==> config.mk <==
export PLATFORM = sky130hd
export DESIGN_NAME = reset_and_powerdown_wake
export DESIGN_NICKNAME = d
export VERILOG_FILES = /design/src/shared/rstwake_pkg.sv /design/src/design/reset_and_powerdown_wake.sv
export SDC_FILE = /design/constraint.sdc
export NUM_CORES = 1
export LEC_CHECK = 0
export BUFFER_PORTS_ARGS = -buffer_cell sky130_fd_sc_hd__buf_2
export CAP_MARGIN = 5
export CORE_AREA = 2 2 110 112
export CTS_CLUSTER_SIZE = 40
export DETAILED_ROUTE_END_ITERATION = 8
export DIE_AREA = 0 0 112 114
export GPL_TIMING_DRIVEN = 1
export PLACE_DENSITY = 0.85
export SETUP_SLACK_MARGIN = 0.1
export SLEW_MARGIN = 20
export SYNTH_ARGS = -nofsm -noshare
export SYNTH_HDL_FRONTEND = slang
export SYNTH_SLANG_ARGS = --single-unit
==> constraint.sdc <==
create_clock -name ref_clk -period 2.6 [get_ports ref_clk]
set_input_delay 0 -clock ref_clk [delete_from_list [all_inputs] [get_ports ref_clk]]
set_output_delay 0 -clock ref_clk [all_outputs]
set_load 0.005 [all_outputs]
==> src/shared/rstwake_pkg.sv <==
// constants, register map and types for the reset and power-down wake sequencer
package rstwake_pkg;
   // core clock: 125 MHz
   localparam int CLK_PERIOD_PS = 8000;
   localparam int CLKS_PER_MC = 4;                  // clocks per machine cycle
   localparam logic [1:0] PHASE_C4 = 2'h3;         // last clock state of a machine cycle
   localparam logic [1:0] EXT_HOLD_MC = 2'h2;      // machine cycles held after pin falls
   localparam int WD_RESET_DELAY_CLKS = 512;        // timeout flag to watchdog reset
   localparam int WD_HOLD_MC = 2;                   // watchdog reset length, machine cycles
   localparam logic [3:0] WD_HOLD_CLKS = 4'(WD_HOLD_MC * CLKS_PER_MC);

   // register bus
   localparam int ADDR_W = 4;
   localparam logic [3:0] A_WATCHDOG_CONTROL_AND_RESET_CAUSE = 4'h0;
   localparam logic [3:0] A_POWER_CONTROL_REG = 4'h1;
   localparam logic [3:0] A_PMR = 4'h2;
   localparam logic [3:0] A_PROGRAM_MAP_REG = 4'h3;
   localparam logic [3:0] A_SP = 4'h4;
   localparam logic [3:0] A_EXT_IRQ_FLAG_REG = 4'h5;
   localparam logic [3:0] A_IRQEN = 4'h6;
   localparam logic [3:0] A_IRQLVL = 4'h7;
   localparam logic [1:0] A_PORT_HI = 2'h2;        // ports at 8..B, low bits pick port
   localparam logic [3:0] A_STATUS = 4'hC;

   // field positions
   localparam int WDC_POR = 6;                      // power-on flag
   localparam int WDC_TOUT = 3;                     // watchdog timeout flag
   localparam int WDC_WRF = 2;                      // watchdog reset flag
   localparam int WDC_EWT = 1;                      // watchdog reset enable
   localparam int WDC_RESTART = 0;                  // write 1 restarts watchdog, reads 0
   localparam int POWER_CONTROL_REG_IDLE = 0;
   localparam int POWER_CONTROL_REG_PD = 1;
   localparam int EXT_IRQ_FLAG_REG_RCW = 1;                     // rc wake select
   localparam int IRQEN_EA = 7;                     // global irq enable

   // reset values (undefined bits taken as 0)
   localparam logic [7:0] RV_SP = 8'h07;
   localparam logic [7:0] RV_PORT = 8'hFF;
   localparam logic [7:0] RV_PMR = 8'h40;
   localparam logic [7:0] RV_PROGRAM_MAP_REG = 8'h40;
   localparam logic [7:0] RV_POWER_CONTROL_REG = 8'h00;
   localparam logic [7:0] RV_EXT_IRQ_FLAG_REG = 8'h00;
   localparam logic [7:0] RV_IRQ = 8'h00;
   localparam logic [7:0] RV_WATCHDOG_CONTROL_AND_RESET_CAUSE_POR = 8'h40;
   localparam logic [7:0] WDC_EXT_KEEP = 8'h56;    // bits kept by external reset
   localparam logic [7:0] WDC_WD_KEEP = 8'h52;     // bits kept by watchdog reset
   localparam logic [7:0] WDC_WD_SET = 8'h04;      // bits set by watchdog reset

   // power-down sequencer
   typedef enum logic [1:0] {
      PS_RUN = 2'b00,
      PS_DOWN = 2'b01,
      PS_WAKE_RC = 2'b10,
      PS_WAKE_XT = 2'b11
   } pd_state_t;
endpackage

==> src/design/reset_and_powerdown_wake.sv <==
// reset merge, reset-cause flags and power-down wake sequencer of the core
`timescale 1ns/1ps
module reset_and_powerdown_wake #(
   parameter int NUM_EXT = 2,
   parameter int WD_DELAY = rstwake_pkg::WD_RESET_DELAY_CLKS
) (
   input wire logic ref_clk,
   input wire logic rst_n,
   input wire logic reset_pin,
   input wire logic [NUM_EXT-1:0] ext_irq_n,
   input wire logic xtal_stable,
   input wire logic ext_prog_mem,
   input wire logic instr_end,
   input wire logic wd_timeout,
   input wire logic [rstwake_pkg::ADDR_W-1:0] reg_addr,
   input wire logic [7:0] reg_wdata,
   input wire logic reg_wr,
   input wire logic reg_rd,
   output logic [7:0] reg_rdata,
   output logic core_reset,
   output logic pc_clear,
   output logic fetch_go,
   output logic core_clk_en,
   output logic periph_clk_en,
   output logic xtal_osc_en,
   output logic rc_osc_en,
   output logic clk_src_rc,
   output logic strobe_hold,
   output logic ale_level,
   output logic prog_store_strobe,
   output logic p2_addr_sel,
   output logic [7:0] port0_oe_n,
   output logic [3:0][7:0] port_out,
   output logic [7:0] stack_pointer,
   output logic [NUM_EXT-1:0] wake_irq,
   output logic watchdog_reset_enable
);
   import rstwake_pkg::*;

   localparam int WDW = $clog2(WD_DELAY);
   localparam logic [WDW-1:0] WD_LAST = WDW'(WD_DELAY - 1);

   // whole state of the block
   typedef struct packed {
      logic rst_s1;                     // reset pin synchroniser
      logic rst_s2;
      logic [NUM_EXT-1:0] irq_s1;       // irq pin synchronisers
      logic [NUM_EXT-1:0] irq_s2;
      logic xt_s1;                      // crystal stable synchroniser
      logic xt_s2;
      logic [1:0] phase;                // clock state in machine cycle
      logic rst_prev;                   // previous C4 sample
      logic ext_act;                    // external reset active
      logic [1:0] ext_hold;             // machine cycles left after pin falls
      logic wd_pend;                    // timeout seen, counting to reset
      logic [WDW-1:0] wd_cnt;
      logic wd_act;                     // watchdog reset active
      logic [3:0] wd_hold;
      logic core_rst;
      logic fetch_go;
      pd_state_t pst;
      logic [7:0] watchdog_control_and_reset_cause;
      logic [7:0] power_control_reg;
      logic [7:0] power_mgmt_reg;
      logic [7:0] program_map_reg;
      logic [7:0] sp;
      logic [7:0] ext_irq_flag_reg;
      logic [7:0] irq_en;
      logic [7:0] irq_lvl;
      logic [3:0][7:0] port;
      logic [7:0] rdata;
      logic [NUM_EXT-1:0] wake;
   } state_t;

   state_t s_q;
   state_t s_d;

   logic c4;                            // last clock of machine cycle
   logic clocks_on;                     // clocks not stopped by power-down
   logic wd_restart;                    // software restarts watchdog
   logic tout_set;                      // timeout flag event
   logic [NUM_EXT-1:0] wake_src;        // qualifying low irq pins
   logic wake_any;
   logic idle_now;
   logic pd_now;
   logic wr_watchdog_control_and_reset_cause;

   // qualifiers used by next state and outputs
   always_comb begin
      c4 = (s_q.phase == PHASE_C4);
      clocks_on = (s_q.pst != PS_DOWN);
      wr_watchdog_control_and_reset_cause = reg_wr && (reg_addr == A_WATCHDOG_CONTROL_AND_RESET_CAUSE);
      wd_restart = wr_watchdog_control_and_reset_cause && reg_wdata[WDC_RESTART];
      tout_set = wd_timeout && clocks_on && !s_q.core_rst;
      // level mode, own enable and global enable all needed
      wake_src = s_q.irq_en[NUM_EXT-1:0] & s_q.irq_lvl[NUM_EXT-1:0] & s_q.irq_s2
         & {NUM_EXT{s_q.irq_en[IRQEN_EA]}};
      wake_any = |wake_src;
      idle_now = s_q.power_control_reg[POWER_CONTROL_REG_IDLE] && (s_q.pst == PS_RUN);
      pd_now = (s_q.pst == PS_DOWN);
   end

   // next state
   always_comb begin
      s_d = s_q;
      // two-flop synchronisers for pins
      s_d.rst_s1 = reset_pin;
      s_d.rst_s2 = s_q.rst_s1;
      s_d.irq_s1 = ~ext_irq_n;
      // both stages hold 1 for a low pin, so the reset value matches an idle pin
      s_d.irq_s2 = s_q.irq_s1;
      s_d.xt_s1 = xtal_stable;
      s_d.xt_s2 = s_q.xt_s1;
      s_d.phase = s_q.phase + 2'h1;
      s_d.fetch_go = 1'b0;
      s_d.wake = '0;
      s_d.rdata = 8'h00;

      // pin sampled once per machine cycle, two high samples start reset
      if (c4) begin
         s_d.rst_prev = s_q.rst_s2;
         if (s_q.rst_s2 && (s_q.rst_prev || s_q.ext_act)) begin
            s_d.ext_act = 1'b1;
            s_d.ext_hold = EXT_HOLD_MC;
         end else if (s_q.ext_act) begin
            // pin low: count down the trailing machine cycles
            s_d.ext_hold = s_q.ext_hold - 2'h1;
            if (s_q.ext_hold == 2'h1) begin
               s_d.ext_act = 1'b0;
            end
         end
      end

      // watchdog: counter frozen while clocks are stopped
      if (wd_restart) begin
         s_d.wd_pend = 1'b0;
         s_d.wd_cnt = '0;
      end else if (tout_set && !s_q.wd_pend) begin
         s_d.wd_pend = 1'b1;
         s_d.wd_cnt = '0;
      end else if (s_q.wd_pend && clocks_on) begin
         s_d.wd_cnt = s_q.wd_cnt + WDW'(1);
         if (s_q.wd_cnt == WD_LAST) begin
            s_d.wd_pend = 1'b0;
            // reset only if enabled at expiry
            if (s_q.watchdog_control_and_reset_cause[WDC_EWT]) begin
               s_d.wd_act = 1'b1;
               s_d.wd_hold = WD_HOLD_CLKS;
            end
         end
      end
      if (s_q.wd_act) begin
         // reset held a fixed two machine cycles
         s_d.wd_hold = s_q.wd_hold - 4'h1;
         if (s_q.wd_hold == 4'h1) begin
            s_d.wd_act = 1'b0;
         end
      end

      // one merged synchronous reset
      s_d.core_rst = s_d.ext_act || s_d.wd_act;
      s_d.fetch_go = s_q.core_rst && !s_d.core_rst;

      if (s_d.core_rst) begin
         // reset loads register patterns, ram is not touched here
         s_d.sp = RV_SP;
         s_d.power_control_reg = RV_POWER_CONTROL_REG;
         s_d.power_mgmt_reg = RV_PMR;
         s_d.program_map_reg = RV_PROGRAM_MAP_REG;
         s_d.ext_irq_flag_reg = RV_EXT_IRQ_FLAG_REG;
         s_d.irq_en = RV_IRQ;
         s_d.irq_lvl = RV_IRQ;
         s_d.port = {4{RV_PORT}};
         s_d.pst = PS_RUN;
         s_d.wd_pend = 1'b0;
         s_d.wd_cnt = '0;
         // cause flags: only a watchdog reset marks itself
         if (s_d.wd_act) begin
            s_d.watchdog_control_and_reset_cause = (s_q.watchdog_control_and_reset_cause & WDC_WD_KEEP) | WDC_WD_SET;
         end else begin
            s_d.watchdog_control_and_reset_cause = s_q.watchdog_control_and_reset_cause & WDC_EXT_KEEP;
         end
      end else begin
         // register writes
         if (reg_wr) begin
            if (reg_addr[3:2] == A_PORT_HI) begin
               s_d.port[reg_addr[1:0]] = reg_wdata;
            end else begin
               unique case (reg_addr)
                  A_WATCHDOG_CONTROL_AND_RESET_CAUSE: begin
                     s_d.watchdog_control_and_reset_cause = reg_wdata & ~(8'h01 << WDC_RESTART);
                     // software may clear the power-on flag but never set it
                     s_d.watchdog_control_and_reset_cause[WDC_POR] = reg_wdata[WDC_POR] && s_q.watchdog_control_and_reset_cause[WDC_POR];
                  end
                  A_POWER_CONTROL_REG: s_d.power_control_reg = reg_wdata;
                  A_PMR: s_d.power_mgmt_reg = reg_wdata;
                  A_PROGRAM_MAP_REG: s_d.program_map_reg = reg_wdata;
                  A_SP: s_d.sp = reg_wdata;
                  A_EXT_IRQ_FLAG_REG: s_d.ext_irq_flag_reg = reg_wdata;
                  A_IRQEN: s_d.irq_en = reg_wdata;
                  A_IRQLVL: s_d.irq_lvl = reg_wdata;
                  default: ;
               endcase
            end
         end
         // timeout flag set wins over a software clear
         if (tout_set) begin
            s_d.watchdog_control_and_reset_cause[WDC_TOUT] = 1'b1;
         end
         // any qualifying irq ends idle
         if (idle_now && wake_any) begin
            s_d.power_control_reg[POWER_CONTROL_REG_IDLE] = 1'b0;
         end

         // power-down sequencer
         unique case (s_q.pst)
            PS_RUN: begin
               // enter once the setting instruction has finished
               if (s_q.power_control_reg[POWER_CONTROL_REG_PD] && instr_end) begin
                  s_d.pst = PS_DOWN;
               end
            end
            PS_DOWN: begin
               if (wake_any) begin
                  s_d.power_control_reg[POWER_CONTROL_REG_PD] = 1'b0;
                  if (s_q.ext_irq_flag_reg[EXT_IRQ_FLAG_REG_RCW]) begin
                     // run at once on rc, no crystal start-up wait
                     s_d.pst = PS_WAKE_RC;
                     s_d.wake = wake_src;
                  end else begin
                     s_d.pst = PS_WAKE_XT;
                  end
               end
            end
            PS_WAKE_RC: begin
               // hand over to crystal when stable
               if (s_q.xt_s2) begin
                  s_d.pst = PS_RUN;
               end
            end
            PS_WAKE_XT: begin
               if (s_q.xt_s2) begin
                  s_d.pst = PS_RUN;
                  s_d.wake = wake_src;
               end
            end
         endcase
      end

      // read data, one cycle after the strobe only
      if (reg_rd) begin
         if (reg_addr[3:2] == A_PORT_HI) begin
            s_d.rdata = s_q.port[reg_addr[1:0]];
         end else begin
            unique case (reg_addr)
               A_WATCHDOG_CONTROL_AND_RESET_CAUSE: s_d.rdata = s_q.watchdog_control_and_reset_cause;
               A_POWER_CONTROL_REG: s_d.rdata = s_q.power_control_reg;
               A_PMR: s_d.rdata = s_q.power_mgmt_reg;
               A_PROGRAM_MAP_REG: s_d.rdata = s_q.program_map_reg;
               A_SP: s_d.rdata = s_q.sp;
               A_EXT_IRQ_FLAG_REG: s_d.rdata = s_q.ext_irq_flag_reg;
               A_IRQEN: s_d.rdata = s_q.irq_en;
               A_IRQLVL: s_d.rdata = s_q.irq_lvl;
               A_STATUS: s_d.rdata = {3'h0, idle_now, s_q.xt_s2,
                  (s_q.pst == PS_WAKE_RC), pd_now, s_q.core_rst};
               default: s_d.rdata = 8'h00;
            endcase
         end
      end
   end

   // state register; power-on reset loads constants only
   always_ff @(posedge ref_clk) begin
      if (!rst_n) begin
         s_q <= '0;
         s_q.phase <= 2'h0;
         s_q.core_rst <= 1'b1;
         s_q.pst <= PS_RUN;
         s_q.watchdog_control_and_reset_cause <= RV_WATCHDOG_CONTROL_AND_RESET_CAUSE_POR;
         s_q.power_control_reg <= RV_POWER_CONTROL_REG;
         s_q.power_mgmt_reg <= RV_PMR;
         s_q.program_map_reg <= RV_PROGRAM_MAP_REG;
         s_q.sp <= RV_SP;
         s_q.ext_irq_flag_reg <= RV_EXT_IRQ_FLAG_REG;
         s_q.irq_en <= RV_IRQ;
         s_q.irq_lvl <= RV_IRQ;
         s_q.port <= {4{RV_PORT}};
      end else begin
         s_q <= s_d;
      end
   end

   // outputs
   always_comb begin
      reg_rdata = s_q.rdata;
      core_reset = s_q.core_rst;
      pc_clear = s_q.core_rst;
      fetch_go = s_q.fetch_go;
      core_clk_en = (s_q.pst == PS_RUN || s_q.pst == PS_WAKE_RC) && !idle_now;
      periph_clk_en = (s_q.pst == PS_RUN || s_q.pst == PS_WAKE_RC);
      xtal_osc_en = !pd_now;
      rc_osc_en = (s_q.pst == PS_WAKE_RC);
      clk_src_rc = (s_q.pst == PS_WAKE_RC);
      strobe_hold = idle_now || pd_now;
      ale_level = idle_now;
      prog_store_strobe = idle_now;
      p2_addr_sel = ext_prog_mem && idle_now;
      // port 0 has no pull-ups: a 1 floats
      port0_oe_n = s_q.port[0] | {8{ext_prog_mem && (idle_now || pd_now)}};
      port_out = s_q.port;
      stack_pointer = s_q.sp;
      wake_irq = s_q.wake;
      watchdog_reset_enable = s_q.watchdog_control_and_reset_cause[WDC_EWT];
   end
endmodule

==> results_dict.tcl <==
set metrics [dict create \
    status "finished, final reports clean" \
    sw_frac_of_total_pct 21.4 \
    fp.dieH_microns 114 \
    std_cell_rows 40 \
    slew_headroom_pct 37.0 \
    internal-power_mw 4.21 \
    synth_top_flop_cell "dfxtp_1" \
    drt_wl_total_mm 18.2 \
    synthCells 733 \
    grt_pass1_vias 5616 \
    clock_path_buffers 2 \
    via_count 5749 \
    finalCriticalPeriod_ns 2.44 \
    endpoint_kind "register" \
    initial_core_util_pct 55.3 \
    syn_avg_cell_area_sq_um 8.84 \
    regToRegSetupSlack_ns 0.16 \
    hold_viol_final 0 \
    clockRootBuffer "clkbuf_16" \
    postSynth.asyncResetShare_pct 0 \
    cts_num_sinks 138 \
    place_ws_ns 0.223 \
    max-cap-violations 0 \
    combPwrFrac_pct 7.0 \
    finalWeightedCongestion 0.935 \
    leakagePower_nw 2.97 \
    min_path_type "in2reg" \
    setup_viol 0 \
    syn-num-nets 762 \
    syn_to_final_growth_pct 17.0 \
    yosysWarnings 0 \
    hpwl_mm 11.5 \
    setup_tns_ns 0 \
    power_mw 5.35 \
    insertion_delay_ns 0.42 \
    cts_max_level 4 \
    grt_max_degree 39 \
    synth_edf_count 0 \
    drtIter0Drc 748 \
    utilization_pct 64.8 \
    yosys.area.top_type "dfxtp_1" \
    min_from "reg_wr" \
    via_per_inst 6.08 \
    fin_ws_ns 0.158 \
    worst_pin_slew_ns 0.941 \
    wire_per_inst_microns 19.3 \
    antenna_found_initial 1 \
    core-area_sq_um 11700 \
    postCtsSetupRepairBufs 0 \
    io_pins 94 \
    switchingPower_mw 1.15 \
    cp.arrival_ns 2.71 \
    clock.fmax_mhz 409 \
    port_buffers 93 \
    rsz0062_at_grt "yes" \
    antennaDiodeCount 0 \
    maxSlewViolCount 0 \
    period_share_pct 93.9 \
    syn_area_sq_um 6480 \
    whs_endpoint "s_q[105]" \
    yosysTopAreaCellShare_pct 42.6 \
    grt_use_total_pct 28.4 \
    reg2reg_to "port_out[10]" \
    drive_above_1_share_pct 22.1 \
    powerDensity_nw_per_um2 706 \
    design.die.area_sq_um 12800 \
    cts_tree "yes" \
    p_clk_share_pct 52.2 \
    path_clk_slew_ns 0.06 \
    worstReg2RegStart "s_q[115]" \
    cts_buffers 17 \
    grt_pass1_wl_mm 28.6 \
    reg2reg_depth 10 \
    synth_seq_area_share_pct 42.6 \
    die-width_microns 112 \
    netlist_top_cells_area "dfxtp_1 (43%), mux2i_1 (9.1%), buf_4 (6.4%)" \
    drt_pass1_iterations 5 \
    final_antenna_net_count 0 \
    fin_skew_ns 0.0102 \
    grt-ovfl-total 0 \
    synth-seq-cells 138 \
    layout.nets 814 \
    hold-path-cell-count 4 \
    critPathLaunchType "register" \
    synth_cell_types 52 \
    drc 0 \
    required_ns 2.87 \
    p_seq_share_pct 40.8 \
    criticalPathCategory "reg2reg" \
    ir_drop_uv 559 \
    crit_fanout 34 \
]
layout by cell type, fill, tap and decap left out, types with 10 or more instances in the layout:
cell type      count
dlygate4sd3_1     17
a211oi_1          10
dfxtp_1          138
nand2_1          101
nor2_1            76
mux4_2            13
o21ai_0           28
and3_1            11
buf_2             93
a21oi_1           31
nand3_1           40
nand2b_1          15
inv_1             14
clkbuf_16         17
nor2b_1           11
mux2i_1           59
buf_4             16
cells by family after synthesis:
family                   Yosys count  share of synthesized area, %
buffers and inverters            110                          9.86
AND/OR/NAND/NOR                  294                          21.2
adder cells (fa/ha/maj)            6                          1.16
AO/OA/AOI/OAI                    100                          9.56
multiplexers                      78                          14.7
flip-flops                       138                          42.6
XOR/XNOR                           7                         0.946
synthesized netlist by cell type (11+ instances only):
| cell type | number |
|---|---|
| nand2_1 | 101 |
| a21oi_1 | 31 |
| dfxtp_1 | 138 |
| mux4_2 | 13 |
| nor2b_1 | 11 |
| nand3_1 | 40 |
| buf_4 | 55 |
| and3_1 | 11 |
| o21ai_0 | 28 |
| clkbuf_1 | 25 |
| nand2b_1 | 15 |
| nor2_1 | 76 |
| inv_1 | 14 |
| mux2i_1 | 59 |
cell type report:
class	instances	area (sq um)
Tap cell	147	184
Multi-Input combinational cell	485	3100
Fill cell	853	4130
Clock inverter	10	210
Clock buffer	22	484
Inverter	15	58.8
Sequential cell	138	2760
Timing Repair Buffer	128	787
layer usage:
| layer | global-route usage, % | vias to the layer above | part of all wire, % |
|---|---|---|---|
| met5 | 0 | - | 0 |
| met4 | 15.4 | 0 | 4.8 |
| met3 | 7.12 | 91 | 9.6 |
| met2 | 47.3 | 367 | 48 |
| met1 | 33.9 | 2717 | 38 |
| li1 | - | 2574 | - |
state kept, by name, indices dropped and copies added (netlist names):
name / flops
wake_irq: 2
watchdog_reset_enable: 1
fetch_go: 1
s_q: 81
reg_rdata: 8
stack_pointer: 8
core_reset: 1
port_out: 32
s_d: 4
metrics by stage:
step	instances	instance area (sq um)	hold slack, ns
2_1_floorplan	733	6480	0.0667
6_report	945	7580	0.138
3_3_place_gp	896	6700	0.153
5_1_grt	945	7580	0.145
4_1_cts	945	7560	0.117
3_5_place_dp	896	6700	0.156
power groups by stage:
stage | Clock (mW) | Combinational [mW] | Sequential [mW]
2_1_floorplan | 0 | 0.243 | 2.22
3_3_place_gp | 0 | 0.327 | 2.23
3_5_place_dp | 0 | 0.334 | 2.23
4_1_cts | 2.80 | 0.361 | 2.18
5_1_grt | 2.89 | 0.399 | 2.19
6_report | 2.79 | 0.374 | 2.19
worst max-delay path, stage by stage, from the launching register on:
cell and delay [ns]:
dfxtp_1 0.33, ha_1 0.26, and3_1 0.19, and3_1 0.18
ha_1 0.20, nand2_1 0.12, nor3_2 0.06, a21o_1 0.25
a21boi_4 0.25, buf_6 0.29, nand3_1 0.16
how the worst max path moves through the flow:
stage	from	endpoint	slack [ns]	cells past startpoint
after floorplan	s_q[115]	port_out[0]	0.50	11
after detailed placement	s_q[115]	port_out[6]	0.22	10
after global placement	s_q[115]	port_out[7]	0.32	10
after global routing	s_q[115]	port_out[10]	0.07	10
after CTS	s_q[115]	port_out[10]	0.13	10
final	s_q[115]	port_out[10]	0.16	10
what timing repair did:
action                     CTS  global route
hold endpoints to repair    50             0
resized for setup            0             5
setup endpoints to repair    0            85
hold buffers                17             0
Power figures use the tool's default switching activity.
